## config.mk

```make
export PLATFORM = sky130hd
export DESIGN_NAME = shf_host_io
export DESIGN_NICKNAME = d
export VERILOG_FILES = /design/src/hdl/shf_byte_mem.v /design/src/hdl/shf_host_io.v
export VERILOG_INCLUDE_DIRS = /design/src /design/src/hdl
export SDC_FILE = /design/constraint.sdc
export NUM_CORES = 1
export LEC_CHECK = 0
export BUFFER_PORTS_ARGS = -buffer_cell sky130_fd_sc_hd__buf_2
export CORE_ASPECT_RATIO = 0.8
export CORE_MARGIN = 4
export CORE_UTILIZATION = 35
export DETAILED_ROUTE_END_ITERATION = 6
export GPL_TIMING_DRIVEN = 1
export SLEW_MARGIN = 15
export SYNTH_ARGS = -nofsm -noshare
export SYNTH_HDL_FRONTEND = slang
export SYNTH_HIERARCHICAL = 1
export SYNTH_SLANG_ARGS = --single-unit
```

## constraint.sdc

```tcl
create_clock -name core_clk -period 6.6 [get_ports core_clk]
set_input_delay 1.32 -clock core_clk [delete_from_list [all_inputs] [get_ports core_clk]]
set_output_delay 1.32 -clock core_clk [all_outputs]
set_load 0.01 [all_outputs]
```

## src/hdl/shf_regs.vh

```
`ifndef SHF_REGS_VH
`define SHF_REGS_VH
// ************************************************
// command byte fields
// ************************************************
`define SHF_CMD_OP_MSB 6
`define SHF_CMD_OP_LSB 4
`define SHF_OP_SPEAK 3'h5
`define SHF_OP_SPEAK_EXT 3'h6
`define SHF_OP_READ_BYTE 3'h1
`define SHF_OP_RESET 3'h7
// ************************************************
// status bit positions on the bus
// ************************************************
`define SHF_STAT_TALK_BIT 7
`define SHF_STAT_LOW_BIT 6
`define SHF_STAT_EMPTY_BIT 5
// ************************************************
// fifo and timing
// ************************************************
`define SHF_FIFO_DEPTH 16
`define SHF_LOW_LEVEL 8
`define SHF_START_LEVEL 9
`define SHF_CLK_MHZ 200
`define SHF_TALK_DELAY_US 50
`define SHF_TALK_DELAY_CYC (`SHF_TALK_DELAY_US * `SHF_CLK_MHZ)
`define SHF_STOP_ENERGY 4'hf
`endif

```

## src/hdl/shf_byte_mem.v

```verilog
`timescale 1ns/10ps
// ************************************************
// byte store for the speech fifo, registered read
// ************************************************
module shf_byte_mem #(
    parameter DEPTH = 16,
    parameter AW = 4
) (
    input wire core_clk,
    input wire wr_en,
    input wire [AW-1:0] wr_addr,
    input wire [7:0] wr_data,
    input wire [AW-1:0] rd_addr,
    output reg [7:0] rd_data
);
    reg [7:0] mem [0:DEPTH-1];

    always @(posedge core_clk) begin
        if (wr_en) begin
            mem[wr_addr] <= wr_data;
        end
        rd_data <= mem[rd_addr];
    end
endmodule // shf_byte_mem

```

## src/hdl/shf_host_io.v

```verilog
`timescale 1ns/10ps
// Functional notes
// - command and fifo take writes; data and status answer reads on one byte bus
// - writes go to fifo during external speech, else to command register
// - ready goes low once a written byte is latched or, with the fifo full, dropped
// - reads return data register after read-byte command, else status
// - sixteen byte fifo, shifted out serially oldest byte first
// - new byte goes just above the last written location
// - buffer low sets when fill drops to eight bytes
// - buffer low clears when ninth byte is written while talk is up
// - fifo empty during external speech sets empty flag, drops talk
// - empty sets as last bit leaves; writes then go to command register
// - fifo cleared at start of external speech, when it runs dry, reset, power-up
// - read-byte assembles rom serial bits into an eight bit register
// - read byte driven msb on d7, ready low once stable
// - status readable anytime except right after read-byte
// - status: talk on d7, buffer low on d6, empty on d5
// - talk rises on speak or after nine fifo bytes in external mode
// - talk falls on stop frame, buffer empty or reset command
// - after stop, output fades to frame boundary then stops
// - talk rises about 50 us after ninth byte
// - buffer low falls about 50 us after ninth byte if talk is not yet up
// - external command sets low and empty flags, interrupt, steers writes
// - both selects low act as a hardware clear
`include "shf_regs.vh"
module shf_host_io #(
    parameter DEPTH = `SHF_FIFO_DEPTH,
    parameter AW = 4,
    parameter DELAY_CYC = `SHF_TALK_DELAY_CYC
) (
    input wire core_clk,
    input wire rst_b,
    input wire write_select_n,
    input wire read_select_n,
    input wire [7:0] host_data_in,
    output reg [7:0] host_data_out,
    output reg host_data_oe,
    output reg ready_n,
    output reg int_n,
    // serial stream to synthesis
    input wire synth_bit_req,
    output reg synth_bit,
    output reg synth_bit_vld,
    // frame events from synthesis
    input wire frame_stop_seen,
    input wire frame_boundary,
    output reg audio_fade,
    output reg audio_on,
    // rom serial read path
    input wire rom_bit_vld,
    input wire rom_bit,
    output reg rom_byte_req,
    // command to the controller
    output reg [7:0] cmd_byte,
    output reg cmd_vld,
    input wire cmd_rdy
);
    // ************************************************
    // state
    // ************************************************
    reg [7:0] command_holding_r;
    reg [7:0] rom_read_byte_r;
    reg [3:0] rom_cnt_r;
    reg rom_byte_done_r;
    reg last_was_rdbyte_r;
    reg ext_mode_r;
    reg talk_flag_r;
    reg buffer_low_flag_r;
    reg buffer_empty_flag_r;
    reg [AW-1:0] wr_ptr_r;
    reg [AW-1:0] rd_ptr_r;
    reg [AW:0] fill_r;
    reg [2:0] bit_cnt_r;
    reg [7:0] shift_r;
    reg shift_vld_r;
    reg [31:0] delay_cnt_r;
    reg delay_run_r;
    reg ws_d_r;
    reg rs_d_r;
    reg wr_pend_r;
    reg [7:0] wr_byte_r;
    reg mem_rd_pend_r;
    // ************************************************
    // two-entry skid in front of the command port
    // ************************************************
    reg [7:0] skid_data_r [0:1];
    reg [1:0] skid_cnt_r;
    reg skid_wp_r;
    reg skid_rp_r;

    wire hw_clear = !write_select_n && !read_select_n;
    wire ws_fall = !write_select_n && ws_d_r && read_select_n;
    wire rs_fall = !read_select_n && rs_d_r && write_select_n;
    // the byte in the shifter still counts as held, so capacity stays sixteen
    wire shifter_busy = shift_vld_r || mem_rd_pend_r;
    wire [AW:0] held = fill_r + {{AW{1'b0}}, shifter_busy};
    wire fifo_full = (held == DEPTH[AW:0]);
    wire [2:0] op = wr_byte_r[`SHF_CMD_OP_MSB:`SHF_CMD_OP_LSB];
    wire skid_full = (skid_cnt_r == 2'h2);
    wire to_fifo = wr_pend_r && ext_mode_r;
    wire to_cmd = wr_pend_r && !ext_mode_r && !skid_full;
    wire fifo_push = to_fifo && !fifo_full;
    wire need_load = !shift_vld_r && (fill_r != 0) && !mem_rd_pend_r && talk_flag_r;
    wire bit_take = synth_bit_vld && synth_bit_req;
    wire last_bit = bit_take && (bit_cnt_r == 3'h7);
    wire fifo_pop = need_load;
    wire ext_start = to_cmd && (op == `SHF_OP_SPEAK_EXT);
    wire do_reset = to_cmd && (op == `SHF_OP_RESET);
    wire ran_dry = ext_mode_r && talk_flag_r && last_bit && (fill_r == 0) && !mem_rd_pend_r;
    wire clear_fifo = hw_clear || do_reset || ext_start || ran_dry;
    wire [7:0] mem_q;
    wire [7:0] shift_nxt = mem_rd_pend_r ? mem_q :
                           (bit_take ? {1'b0, shift_r[7:1]} : shift_r);
    wire shift_vld_nxt = mem_rd_pend_r || (shift_vld_r && !last_bit);
    wire [AW:0] fill_nxt = fill_r + (fifo_push ? 1'b1 : 1'b0) - (fifo_pop ? 1'b1 : 1'b0);

    shf_byte_mem #(.DEPTH(DEPTH), .AW(AW)) u_mem (
        .core_clk(core_clk),
        .wr_en(fifo_push),
        .wr_addr(wr_ptr_r),
        .wr_data(wr_byte_r),
        .rd_addr(rd_ptr_r),
        .rd_data(mem_q)
    );

    // ************************************************
    // host handshake
    // ************************************************
    always @(posedge core_clk or negedge rst_b) begin
        if (!rst_b) begin
            ws_d_r <= 1'b1;
            rs_d_r <= 1'b1;
            wr_pend_r <= 1'b0;
            wr_byte_r <= 8'h00;
            ready_n <= 1'b1;
            host_data_out <= 8'h00;
            host_data_oe <= 1'b0;
        end else begin
            ws_d_r <= write_select_n;
            rs_d_r <= read_select_n;
            if (hw_clear) begin
                wr_pend_r <= 1'b0;
                ready_n <= 1'b1;
                host_data_oe <= 1'b0;
            end else begin
                if (ws_fall) begin
                    wr_pend_r <= 1'b1;
                    wr_byte_r <= host_data_in;
                end else if (to_fifo || to_cmd) begin
                    wr_pend_r <= 1'b0;
                    ready_n <= 1'b0;
                end
                if (rs_fall) begin
                    host_data_oe <= 1'b1;
                    if (last_was_rdbyte_r) begin
                        host_data_out <= rom_read_byte_r;
                    end else begin
                        host_data_out <= 8'h00;
                        host_data_out[`SHF_STAT_TALK_BIT] <= talk_flag_r;
                        host_data_out[`SHF_STAT_LOW_BIT] <= buffer_low_flag_r;
                        host_data_out[`SHF_STAT_EMPTY_BIT] <= buffer_empty_flag_r;
                    end
                end else if (!read_select_n && host_data_oe &&
                             (!last_was_rdbyte_r || rom_byte_done_r)) begin
                    ready_n <= 1'b0;
                end
                if (read_select_n) begin
                    host_data_oe <= 1'b0;
                end
                if (read_select_n && write_select_n) begin
                    ready_n <= 1'b1;
                end
            end
        end
    end

    // ************************************************
    // command skid buffer
    // ************************************************
    always @(posedge core_clk or negedge rst_b) begin
        if (!rst_b) begin
            skid_cnt_r <= 2'h0;
            skid_wp_r <= 1'b0;
            skid_rp_r <= 1'b0;
            skid_data_r[0] <= 8'h00;
            skid_data_r[1] <= 8'h00;
            cmd_byte <= 8'h00;
            cmd_vld <= 1'b0;
            command_holding_r <= 8'h00;
        end else begin
            if (to_cmd) begin
                skid_data_r[skid_wp_r] <= wr_byte_r;
                skid_wp_r <= ~skid_wp_r;
                command_holding_r <= wr_byte_r;
            end
            if (!cmd_vld || cmd_rdy) begin
                cmd_vld <= (skid_cnt_r != 2'h0);
                cmd_byte <= skid_data_r[skid_rp_r];
                if (skid_cnt_r != 2'h0) begin
                    skid_rp_r <= ~skid_rp_r;
                end
            end
            skid_cnt_r <= skid_cnt_r + (to_cmd ? 2'h1 : 2'h0)
                - (((!cmd_vld || cmd_rdy) && skid_cnt_r != 2'h0) ? 2'h1 : 2'h0);
        end
    end

    // ************************************************
    // mode and flags
    // ************************************************
    always @(posedge core_clk or negedge rst_b) begin
        if (!rst_b) begin
            ext_mode_r <= 1'b0;
            talk_flag_r <= 1'b0;
            buffer_low_flag_r <= 1'b1;
            buffer_empty_flag_r <= 1'b1;
            int_n <= 1'b1;
            last_was_rdbyte_r <= 1'b0;
            delay_cnt_r <= 32'h0;
            delay_run_r <= 1'b0;
            audio_fade <= 1'b0;
            audio_on <= 1'b0;
        end else if (hw_clear || do_reset) begin
            ext_mode_r <= 1'b0;
            talk_flag_r <= 1'b0;
            buffer_low_flag_r <= 1'b1;
            buffer_empty_flag_r <= 1'b1;
            int_n <= 1'b1;
            last_was_rdbyte_r <= 1'b0;
            delay_run_r <= 1'b0;
            audio_fade <= 1'b0;
            audio_on <= 1'b0;
        end else begin
            if (to_cmd) begin
                last_was_rdbyte_r <= (op == `SHF_OP_READ_BYTE);
                if (op == `SHF_OP_SPEAK) begin
                    talk_flag_r <= 1'b1;
                end
            end
            if (ext_start) begin
                ext_mode_r <= 1'b1;
                buffer_low_flag_r <= 1'b1;
                buffer_empty_flag_r <= 1'b1;
                int_n <= 1'b0;
            end else begin
                if (rs_fall) begin
                    int_n <= 1'b1;
                end
                if (fifo_push && fill_r != 0) begin
                    buffer_empty_flag_r <= 1'b0;
                end
                if (fifo_push && fill_r == 0) begin
                    buffer_empty_flag_r <= 1'b0;
                end
                if (fifo_push && fill_nxt == `SHF_START_LEVEL && !delay_run_r) begin
                    delay_run_r <= 1'b1;
                    delay_cnt_r <= 32'h0;
                end
                if (delay_run_r) begin
                    delay_cnt_r <= delay_cnt_r + 32'h1;
                    if (delay_cnt_r == DELAY_CYC - 1) begin
                        delay_run_r <= 1'b0;
                        buffer_low_flag_r <= 1'b0;
                        if (!talk_flag_r) begin
                            talk_flag_r <= 1'b1;
                        end
                    end
                end else if (fifo_push && held >= `SHF_LOW_LEVEL && talk_flag_r) begin
                    buffer_low_flag_r <= 1'b0;
                end
                if (last_bit && held == `SHF_LOW_LEVEL + 1 && !fifo_push) begin
                    buffer_low_flag_r <= 1'b1;
                end
                if (ran_dry) begin
                    buffer_empty_flag_r <= 1'b1;
                    talk_flag_r <= 1'b0;
                    ext_mode_r <= 1'b0;
                    audio_on <= 1'b0;
                end else if (frame_stop_seen && talk_flag_r) begin
                    audio_fade <= 1'b1;
                end
                if (audio_fade && frame_boundary) begin
                    audio_fade <= 1'b0;
                    audio_on <= 1'b0;
                    talk_flag_r <= 1'b0;
                    ext_mode_r <= 1'b0;
                end else if (talk_flag_r && frame_boundary && !audio_fade) begin
                    audio_on <= 1'b1;
                end
            end
        end
    end

    // ************************************************
    // fifo pointers and serial shifter
    // ************************************************
    always @(posedge core_clk or negedge rst_b) begin
        if (!rst_b) begin
            wr_ptr_r <= {AW{1'b0}};
            rd_ptr_r <= {AW{1'b0}};
            fill_r <= {(AW+1){1'b0}};
            mem_rd_pend_r <= 1'b0;
            shift_r <= 8'h00;
            shift_vld_r <= 1'b0;
            bit_cnt_r <= 3'h0;
            synth_bit <= 1'b0;
            synth_bit_vld <= 1'b0;
        end else if (clear_fifo) begin
            wr_ptr_r <= {AW{1'b0}};
            rd_ptr_r <= {AW{1'b0}};
            fill_r <= {(AW+1){1'b0}};
            mem_rd_pend_r <= 1'b0;
            shift_vld_r <= 1'b0;
            bit_cnt_r <= 3'h0;
            synth_bit_vld <= 1'b0;
        end else begin
            if (fifo_push) begin
                wr_ptr_r <= wr_ptr_r + 1'b1;
            end
            fill_r <= fill_nxt;
            mem_rd_pend_r <= fifo_pop;
            if (fifo_pop) begin
                rd_ptr_r <= rd_ptr_r + 1'b1;
            end
            if (mem_rd_pend_r) begin
                bit_cnt_r <= 3'h0;
            end else if (bit_take) begin
                bit_cnt_r <= bit_cnt_r + 3'h1;
            end
            shift_r <= shift_nxt;
            shift_vld_r <= shift_vld_nxt;
            // outputs show the bit that the next take consumes
            synth_bit <= shift_nxt[0];
            synth_bit_vld <= shift_vld_nxt && talk_flag_r;
        end
    end

    // ************************************************
    // rom byte assembly
    // ************************************************
    always @(posedge core_clk or negedge rst_b) begin
        if (!rst_b) begin
            rom_read_byte_r <= 8'h00;
            rom_cnt_r <= 4'h0;
            rom_byte_done_r <= 1'b0;
            rom_byte_req <= 1'b0;
        end else if (hw_clear) begin
            rom_cnt_r <= 4'h0;
            rom_byte_done_r <= 1'b0;
            rom_byte_req <= 1'b0;
        end else if (to_cmd && op == `SHF_OP_READ_BYTE) begin
            rom_cnt_r <= 4'h0;
            rom_byte_done_r <= 1'b0;
            rom_byte_req <= 1'b1;
        end else if (rom_byte_req && rom_bit_vld) begin
            rom_read_byte_r <= {rom_read_byte_r[6:0], rom_bit};
            rom_cnt_r <= rom_cnt_r + 4'h1;
            if (rom_cnt_r == 4'h7) begin
                rom_byte_req <= 1'b0;
                rom_byte_done_r <= 1'b1;
            end
        end
    end
endmodule // shf_host_io

```

==> flow_summary.ini, run 1 <==
[status]
outcome = finished, final reports clean

[logic_synthesis]
ys_ff_latch = 268
synth.top_cell.area_share_pct = 33.20
synthArstFlopShare_pct = 49.25
synth_edf_count = 128
synthFlopType = sky130_fd_sc_hd__edfxtp_1
post_synth_num_cell_types = 79
yosys.cell_count.top_type = sky130_fd_sc_hd__edfxtp_1
synth_seq_area_share_pct = 63.19
synthesis.yosys.warnings = 6
post_synth.cell_area_avg_um2 = 13.85
synthDominantAreaCellType = sky130_fd_sc_hd__edfxtp_1
ys_top_cells_by_count = 128 x sky130_fd_sc_hd__edfxtp_1, 126 x sky130_fd_sc_hd__dfrtp_1, 72 x sky130_fd_sc_hd__nand2_1
syn_inst = 836
synth.net_count = 873
netlist_area_um2 = 11580
synthTopCellsByArea = sky130_fd_sc_hd__edfxtp_1 33%, sky130_fd_sc_hd__dfrtp_1 27%, sky130_fd_sc_hd__mux4_2 3.5%, sky130_fd_sc_hd__mux4_1 3.2%, sky130_fd_sc_hd__mux2_2 2.9%

[setup_path]
arrival_time_of_data_at_the_critical_path_endpoint_ns = 5.00
crit-reg2reg-launch = mem_rd_pend_r$_DFF_PN0_
worstSetupPathType = register to register
critPathMaxStageDelay_ns = 0.91
worstReg2RegEnd = delay_cnt_r[31]$_DFFE_PN0P_
slowest_stage = sky130_fd_sc_hd__and4_1
critical_path_fanout_max = 25
timing.critical_path.cells = nor2_1, inv_1, ha_1, ha_1, xor2_1, nor3_1, a21oi_4, inv_1, ha_1, inv_1, ha_1, fa_1, a21oi_1, o21bai_1, xnor2_1, and4_1, a21o_2, mux2i_1
reg2reg_slack_ns = 2.03
reg2reg_depth = 18
critical_path_required_ns = 7.03
crit_path_end_kind = register
cell_repeated_most_along_the_worst_path = sky130_fd_sc_hd__ha_1
element_type_at_the_critical_path_start = register

[placement]
placed_cells_incl_taps = 1286
place.port_buffers = 42
place_hpwl_um = 15840
postPlaceCellArea_um2 = 12220
routabilityCongestion = 0.7626

[final_layout]
fin_nets = 924
final_util_pct = 40.67
drive_above_1_share_pct = 19.74
final_area_um2 = 13240
synthToLayoutAreaGrowth_pct = 14.36
fin_cells = 1334
diodes_inserted = 0
num-fill-cells = 2956

[min_path]
worst_hold_path_type = register to register
hold-path-endpoint = delay_cnt_r[31]$_DFFE_PN0P_
timing.hold.worst_path_depth = 1
hold_start = delay_cnt_r[31]$_DFFE_PN0P_

[power_and_ir_drop]
power.total_mw = 4.599
power_per_cell_area_nw_per_um2 = 347.4
static-leakage-power_nw = 5.058
worst_ir_drop_vdd_mv = 0.2190

[routing]
detail_route.wl_per_cell_um = 18.47
wirelength_um = 24640
route.detailed.vias_per_inst = 5.202
dr_total_vias = 6940
drt-initial-drc-count = 527
detail_route.drc_violations = 0
drt-pass1-iter-count = 5
ant_nets = 0

[die]
design.die.area_um2 = 36070
pin_count = 43
placementRows = 59
start_util_pct = 35.56
core_region_area_um2 = 32560
die-width_um = 211.3
die_y_um = 170.7

[clock_tree]
cts-root-buf = sky130_fd_sc_hd__clkbuf_16
cts_resized = 0
ctsHoldBuffers = 0
clock_latency_on_the_worst_skew_pair_ns = 0.56
tritoncts_buffers = 26
post-cts-setup-buffer-count = 0
number_of_sinks_driven_by_the_clock_tree = 268
cts_tree = built
htree_levels = 1
clk_path_buf_depth = 3
clk_transition_reported_paths_ns = 0.07

[sta]
worst_clock_skew_ns = 0.01979
fmax_ghz = 0.2190
final_min_period_over_clock_period_pct = 69.19
timing_max_transition_violations_final = 0
final.setup.tns_ns = 0
fin_crit_ns = 4.567
finalSetupViolCount = 0
max_slew.worst_pin.slew_ns = 1.036
max_slew_margin_pct = 30.37
grt_setup_unrepaired = false
final_hold_viol_count = 0

[global_routing]
grt_start_max_net_pins = 76
grt_remaining_overflow = 0
groute.usage.overall_pct = 13.82
grt_antenna_before_repair = 0
first_global_vias = 6917
grt_first_pass_wirelength_um = 39930

[run]
maxCapViolCount = 0
-- per-layer routing --
layer | up-vias | global-route usage (%) | share of wire [%] | wire length (µm)
met5 | - | 0 | 0 | 0
met4 | 0 | 2.548 | 1.5 | 377
met3 | 33 | 2.841 | 5.5 | 1367
met2 | 161 | 20.09 | 42 | 10430
met1 | 3484 | 21.63 | 51 | 12470
li1 | 3262 | - | - | -
-- layout by cell type (no fill, tap or decap), types with 24 or more instances in the layout --
cell,n
sky130_fd_sc_hd__buf_2,41
sky130_fd_sc_hd__edfxtp_1,128
sky130_fd_sc_hd__nand3_1,24
sky130_fd_sc_hd__mux2_2,30
sky130_fd_sc_hd__a21oi_1,37
sky130_fd_sc_hd__clkbuf_16,26
sky130_fd_sc_hd__nand2_1,72
sky130_fd_sc_hd__nor2_1,56
sky130_fd_sc_hd__o21ai_0,43
sky130_fd_sc_hd__dfrtp_1,124
-- per-stage QoR --
stage / worst slack (ns) / hold slack [ns]
after floorplan: 2.427 / 0.4389
after detailed placement: 2.068 / 0.4656
after global routing: 1.659 / 0.4892
after global placement: 2.145 / 0.4540
after CTS: 2.062 / 0.4755
final: 2.033 / 0.4728
-- worst max-delay path, delay by kind of cell (launching register included) --
| family | cells | cell delay (ns) |
|---|---|---|
| XOR/XNOR | 2 | 0.51 |
| adder cells (fa/ha/maj) | 5 | 1.34 |
| AO/OA/AOI/OAI | 4 | 0.76 |
| AND/OR/NAND/NOR | 3 | 1.17 |
| multiplexers | 1 | 0.06 |
| flip-flops | 1 | 0.38 |
| buffers and inverters | 3 | 0.21 |
-- report_power, final --
| part | total, mW | internal, mW | switching, mW |
|---|---|---|---|
| combinational | 0.705 | 0.331 | 0.374 |
| clock | 1.76 | 1.09 | 0.668 |
| sequential | 2.14 | 1.97 | 0.168 |
-- layout make-up --
cell class	instances	area, µm²	share of cell area (%)
clock inverter	19	361.6	2.731
tap	427	534.3	4.036
inverter	18	67.56	0.5104
multi-input combinational	519	3990	30.14
sequential	268	7317	55.27
timing repair buffer	54	306.5	2.315
clock buffer	29	661.9	5.000
-- kinds of logic after synthesis --
family	synth area share (%)
flops	63.19
simple gates	11.89
compound gates	7.372
mux	11.50
buf+inv	2.345
xor+xnor	1.589
fa+ha+maj	2.119
-- flip-flops by register name, indices dropped and copies added (netlist names), 5 cells and up --
name	cells
wr_byte_r	8
host_data_out	8
cmd_byte	8
u_mem/mem	128
u_mem/rd_data	8
fill_r	5
skid_data_r	16
rom_read_byte_r	8
shift_r	8
delay_cnt_r	32
-- worst max path at each step --
stage / from / end / slack [ns] / depth (start not counted)
global placement: mem_rd_pend_r$_DFF_PN0_ / delay_cnt_r[31]$_DFFE_PN0P_ / 2.14 / 18
global route: mem_rd_pend_r$_DFF_PN0_ / delay_cnt_r[10]$_DFFE_PN0P_ / 1.66 / 19
CTS: mem_rd_pend_r$_DFF_PN0_ / delay_cnt_r[31]$_DFFE_PN0P_ / 2.06 / 18
floorplan: mem_rd_pend_r$_DFF_PN0_ / delay_cnt_r[10]$_DFFE_PN0P_ / 2.43 / 20
detailed placement: mem_rd_pend_r$_DFF_PN0_ / delay_cnt_r[31]$_DFFE_PN0P_ / 2.07 / 18
finish: mem_rd_pend_r$_DFF_PN0_ / delay_cnt_r[31]$_DFFE_PN0P_ / 2.03 / 18
Note: power is estimated with default switching activity, not from simulation.
==> run 2: changes to the inputs <==
--- a/config.mk
+++ b/config.mk
@@ -6,6 +6,7 @@
 export SDC_FILE = /design/constraint.sdc
 export NUM_CORES = 1
 export LEC_CHECK = 0
+export ABC_AREA = 1
 export BUFFER_PORTS_ARGS = -buffer_cell sky130_fd_sc_hd__buf_2
 export CORE_ASPECT_RATIO = 0.8
 export CORE_MARGIN = 4
==> constraint.sdc (replaced) <==
create_clock -name core_clk -period 4.5 [get_ports core_clk]
set_input_delay 0.9 -clock core_clk [delete_from_list [all_inputs] [get_ports core_clk]]
set_output_delay 0.9 -clock core_clk [all_outputs]
set_load 0.01 [all_outputs]
==> flow_summary.ini, run 2 <==
[sta]
final_min_period_over_clock_period_pct = 87.57
fin_crit_ns = 3.941
grt_setup_unrepaired = false
timing_max_transition_violations_final = 0
fmax_ghz = 0.2538
final.setup.tns_ns = 0
final_hold_viol_count = 0
worst_clock_skew_ns = 0.01300
max_slew.worst_pin.slew_ns = 1.087
max_slew_margin_pct = 27.44
finalSetupViolCount = 0

[logic_synthesis]
post_synth_num_cell_types = 42
synth_seq_area_share_pct = 56.98
ys_ff_latch = 268
yosys.cell_count.top_type = sky130_fd_sc_hd__nand2_1
ys_top_cells_by_count = 471 x sky130_fd_sc_hd__nand2_1, 184 x sky130_fd_sc_hd__inv_1, 174 x sky130_fd_sc_hd__nand3_1
synth.top_cell.area_share_pct = 29.94
synthArstFlopShare_pct = 49.25
synth_edf_count = 128
netlist_area_um2 = 12840
synth.net_count = 1512
synthFlopType = sky130_fd_sc_hd__edfxtp_1
synthDominantAreaCellType = sky130_fd_sc_hd__edfxtp_1
synthTopCellsByArea = sky130_fd_sc_hd__edfxtp_1 30%, sky130_fd_sc_hd__dfrtp_1 25%, sky130_fd_sc_hd__nand2_1 14%, sky130_fd_sc_hd__nand3_1 6.8%, sky130_fd_sc_hd__inv_1 5.4%
post_synth.cell_area_avg_um2 = 8.702
synthesis.yosys.warnings = 6
syn_inst = 1475

[routing]
detail_route.wl_per_cell_um = 15.21
route.detailed.vias_per_inst = 4.766
drt-pass1-iter-count = 5
dr_total_vias = 9590
detail_route.drc_violations = 0
drt-initial-drc-count = 796
ant_nets = 0
wirelength_um = 30600

[clock_tree]
cts-root-buf = sky130_fd_sc_hd__clkbuf_16
clk_transition_reported_paths_ns = 0.06
clk_path_buf_depth = 3
clock_latency_on_the_worst_skew_pair_ns = 0.54
cts_tree = built
tritoncts_buffers = 29
cts_resized = 0
number_of_sinks_driven_by_the_clock_tree = 268
ctsHoldBuffers = 0
htree_levels = 1
post-cts-setup-buffer-count = 0

[global_routing]
first_global_vias = 9040
grt_first_pass_wirelength_um = 49510
grt_remaining_overflow = 0
grt_antenna_before_repair = 1
groute.usage.overall_pct = 15.25
grt_start_max_net_pins = 69

[final_layout]
synthToLayoutAreaGrowth_pct = 11.55
largest_registers = u_mem/mem: 128 flops, delay_cnt_r: 32 flops, skid_data_r: 16 flops
fin_nets = 1545
largest_register_ff_count = 128
final_util_pct = 39.69
drive_above_1_share_pct = 8.622
largest-register = u_mem/mem
most-common-layout-cells = 471 x sky130_fd_sc_hd__nand2_1, 184 x sky130_fd_sc_hd__inv_1, 174 x sky130_fd_sc_hd__nand3_1
layout.cells.most_common = sky130_fd_sc_hd__nand2_1

[setup_path]
reg2reg_slack_ns = 0.56
reg2reg_depth = 22
element_type_at_the_critical_path_start = register
critical_path_required_ns = 4.97
arrival_time_of_data_at_the_critical_path_endpoint_ns = 4.41
crit_end = delay_cnt_r[4]$_DFFE_PN0P_
critical_path_fanout_max = 33
worstReg2RegEnd = delay_cnt_r[4]$_DFFE_PN0P_
crit-reg2reg-launch = mem_rd_pend_r$_DFF_PN0_
crit_path_end_kind = register
crit_start = mem_rd_pend_r$_DFF_PN0_
worstSetupPathType = register to register

[power_and_ir_drop]
power_per_cell_area_nw_per_um2 = 481.1
static-leakage-power_nw = 6.442
worst_ir_drop_vdd_mv = 0.2921

[min_path]
worst_hold_path_type = primary input to asynchronous set/reset pin

[die]
design.die.area_um2 = 39820
pin_count = 43
die-width_um = 222.1
core_region_area_um2 = 36070
start_util_pct = 35.58
placementRows = 62
die_y_um = 179.3

[placement]
place.port_buffers = 42
routabilityCongestion = 0.9032
place_hpwl_um = 20340

[run]
maxCapViolCount = 0

[status]
outcome = finished, final reports clean
[run 2: changes by cell type in the layout (fill, tap and decap cells not counted), sizes merged, moves of 8 or more]
cell | before | now
mux2 | 30 | 0
mux2i | 22 | 7
or4 | 12 | 0
inv | 21 | 191
nand3 | 26 | 175
clkbuf | 29 | 39
nand2 | 73 | 478
nor2 | 57 | 158
nor3 | 15 | 7
a22oi | 16 | 0
mux4 | 32 | 0
clkinv | 3 | 11
or3 | 17 | 0
[run 2: cell families (layout without fill, tap and decap cells)]
kind of cell               count (synthesis)  after routing  share of synthesized area, %
xor gates and xnor gates                  23             23                         1.569
DFF                                      268            268                         56.98
adders and majority gates                 19             19                         1.911
buffers and inverters                    237            293                         8.012
AOI/OAI and AO/OA                         77             77                         3.314
and+or+nand+nor                          844            844                         27.66
muxes                                      7              7                        0.5459
other                                      0              1                             0
[run 2: where the power goes]
part           switching, mW  leakage, nW  internal, mW
combinational          0.924         3.06         0.477
clock                  0.955        0.456          1.37
sequential             0.264         2.92          2.90
total                   2.14         6.44          4.75
[run 2: how the worst min path moves through the flow]
stage,from,to,slack (ns)
final,rst_b,delay_cnt_r[8]$_DFFE_PN0P_,0.32
after global routing,rst_b,delay_cnt_r[23]$_DFFE_PN0P_,0.36
after CTS,rst_b,delay_cnt_r[18]$_DFFE_PN0P_,0.34
after detailed placement,u_mem/rd_data[7]$_DFF_P_,shift_r[7]$_DFFE_PN0P_,0.45
after global placement,u_mem/rd_data[7]$_DFF_P_,shift_r[7]$_DFFE_PN0P_,0.44
after floorplan,u_mem/rd_data[7]$_DFF_P_,shift_r[7]$_DFFE_PN0P_,0.43
[run 2: routing by layer]
| layer | up-vias | wire [µm] | part of all wire [%] | GRT usage [%] |
|---|---|---|---|---|
| li1 | 4766 | - | - | - |
| met1 | 4555 | 15530 | 51 | 23.70 |
| met2 | 223 | 12640 | 41 | 22.48 |
| met3 | 46 | 1676 | 5.5 | 2.079 |
| met4 | 0 | 752 | 2.5 | 3.668 |
| met5 | - | 0 | 0 | 0 |
[run 2: critical path, stage by stage (launching register included)]
cell and delay, ns:
sky130_fd_sc_hd__dfrtp_1 0.37, sky130_fd_sc_hd__or2_2 0.31, sky130_fd_sc_hd__ha_1 0.22, sky130_fd_sc_hd__ha_1 0.23, sky130_fd_sc_hd__inv_1 0.07, sky130_fd_sc_hd__nand2_1 0.05, sky130_fd_sc_hd__nand3_1 0.10, sky130_fd_sc_hd__nor2_1 0.06
sky130_fd_sc_hd__nand2_2 0.07, sky130_fd_sc_hd__nand2_4 0.09, sky130_fd_sc_hd__ha_1 0.29, sky130_fd_sc_hd__inv_1 0.04, sky130_fd_sc_hd__ha_1 0.20, sky130_fd_sc_hd__fa_1 0.42, sky130_fd_sc_hd__nor2_1 0.17, sky130_fd_sc_hd__nor2_1 0.07
sky130_fd_sc_hd__nor2_1 0.09, sky130_fd_sc_hd__nand3_1 0.09, sky130_fd_sc_hd__nor2_2 0.15, sky130_fd_sc_hd__nand2_4 0.24, sky130_fd_sc_hd__nand2_4 0.38, sky130_fd_sc_hd__nand2_1 0.11, sky130_fd_sc_hd__nand2_1 0.07
[run 2: cell type report]
class                      instances  area (µm²)
fill                            3589       21750
sequential                       268        7316
multi-input combinational        970        4493
clock buffer                      39       770.7
inverter                         191       718.2
tap                              480       600.6
timing repair buffer              48       261.5
clock inverter                    15       156.4
antenna                            1       2.502
[run 2: metrics by stage]
| stage | total power, mW | setup slack [ns] | hold WS [ns] | area [µm²] | cells |
|---|---|---|---|---|---|
| CTS | 6.963 | 0.5445 | 0.3393 | 14320 | 2011 |
| global placement | 4.589 | 0.6479 | 0.4381 | 13390 | 1957 |
| detailed placement | 4.614 | 0.5610 | 0.4524 | 13390 | 1957 |
| global route | 7.301 | 0.2066 | 0.3606 | 14320 | 2012 |
| floorplan | 4.179 | 1.178 | 0.4279 | 12840 | 1475 |
| finish | 6.888 | 0.5592 | 0.3235 | 14320 | 2012 |
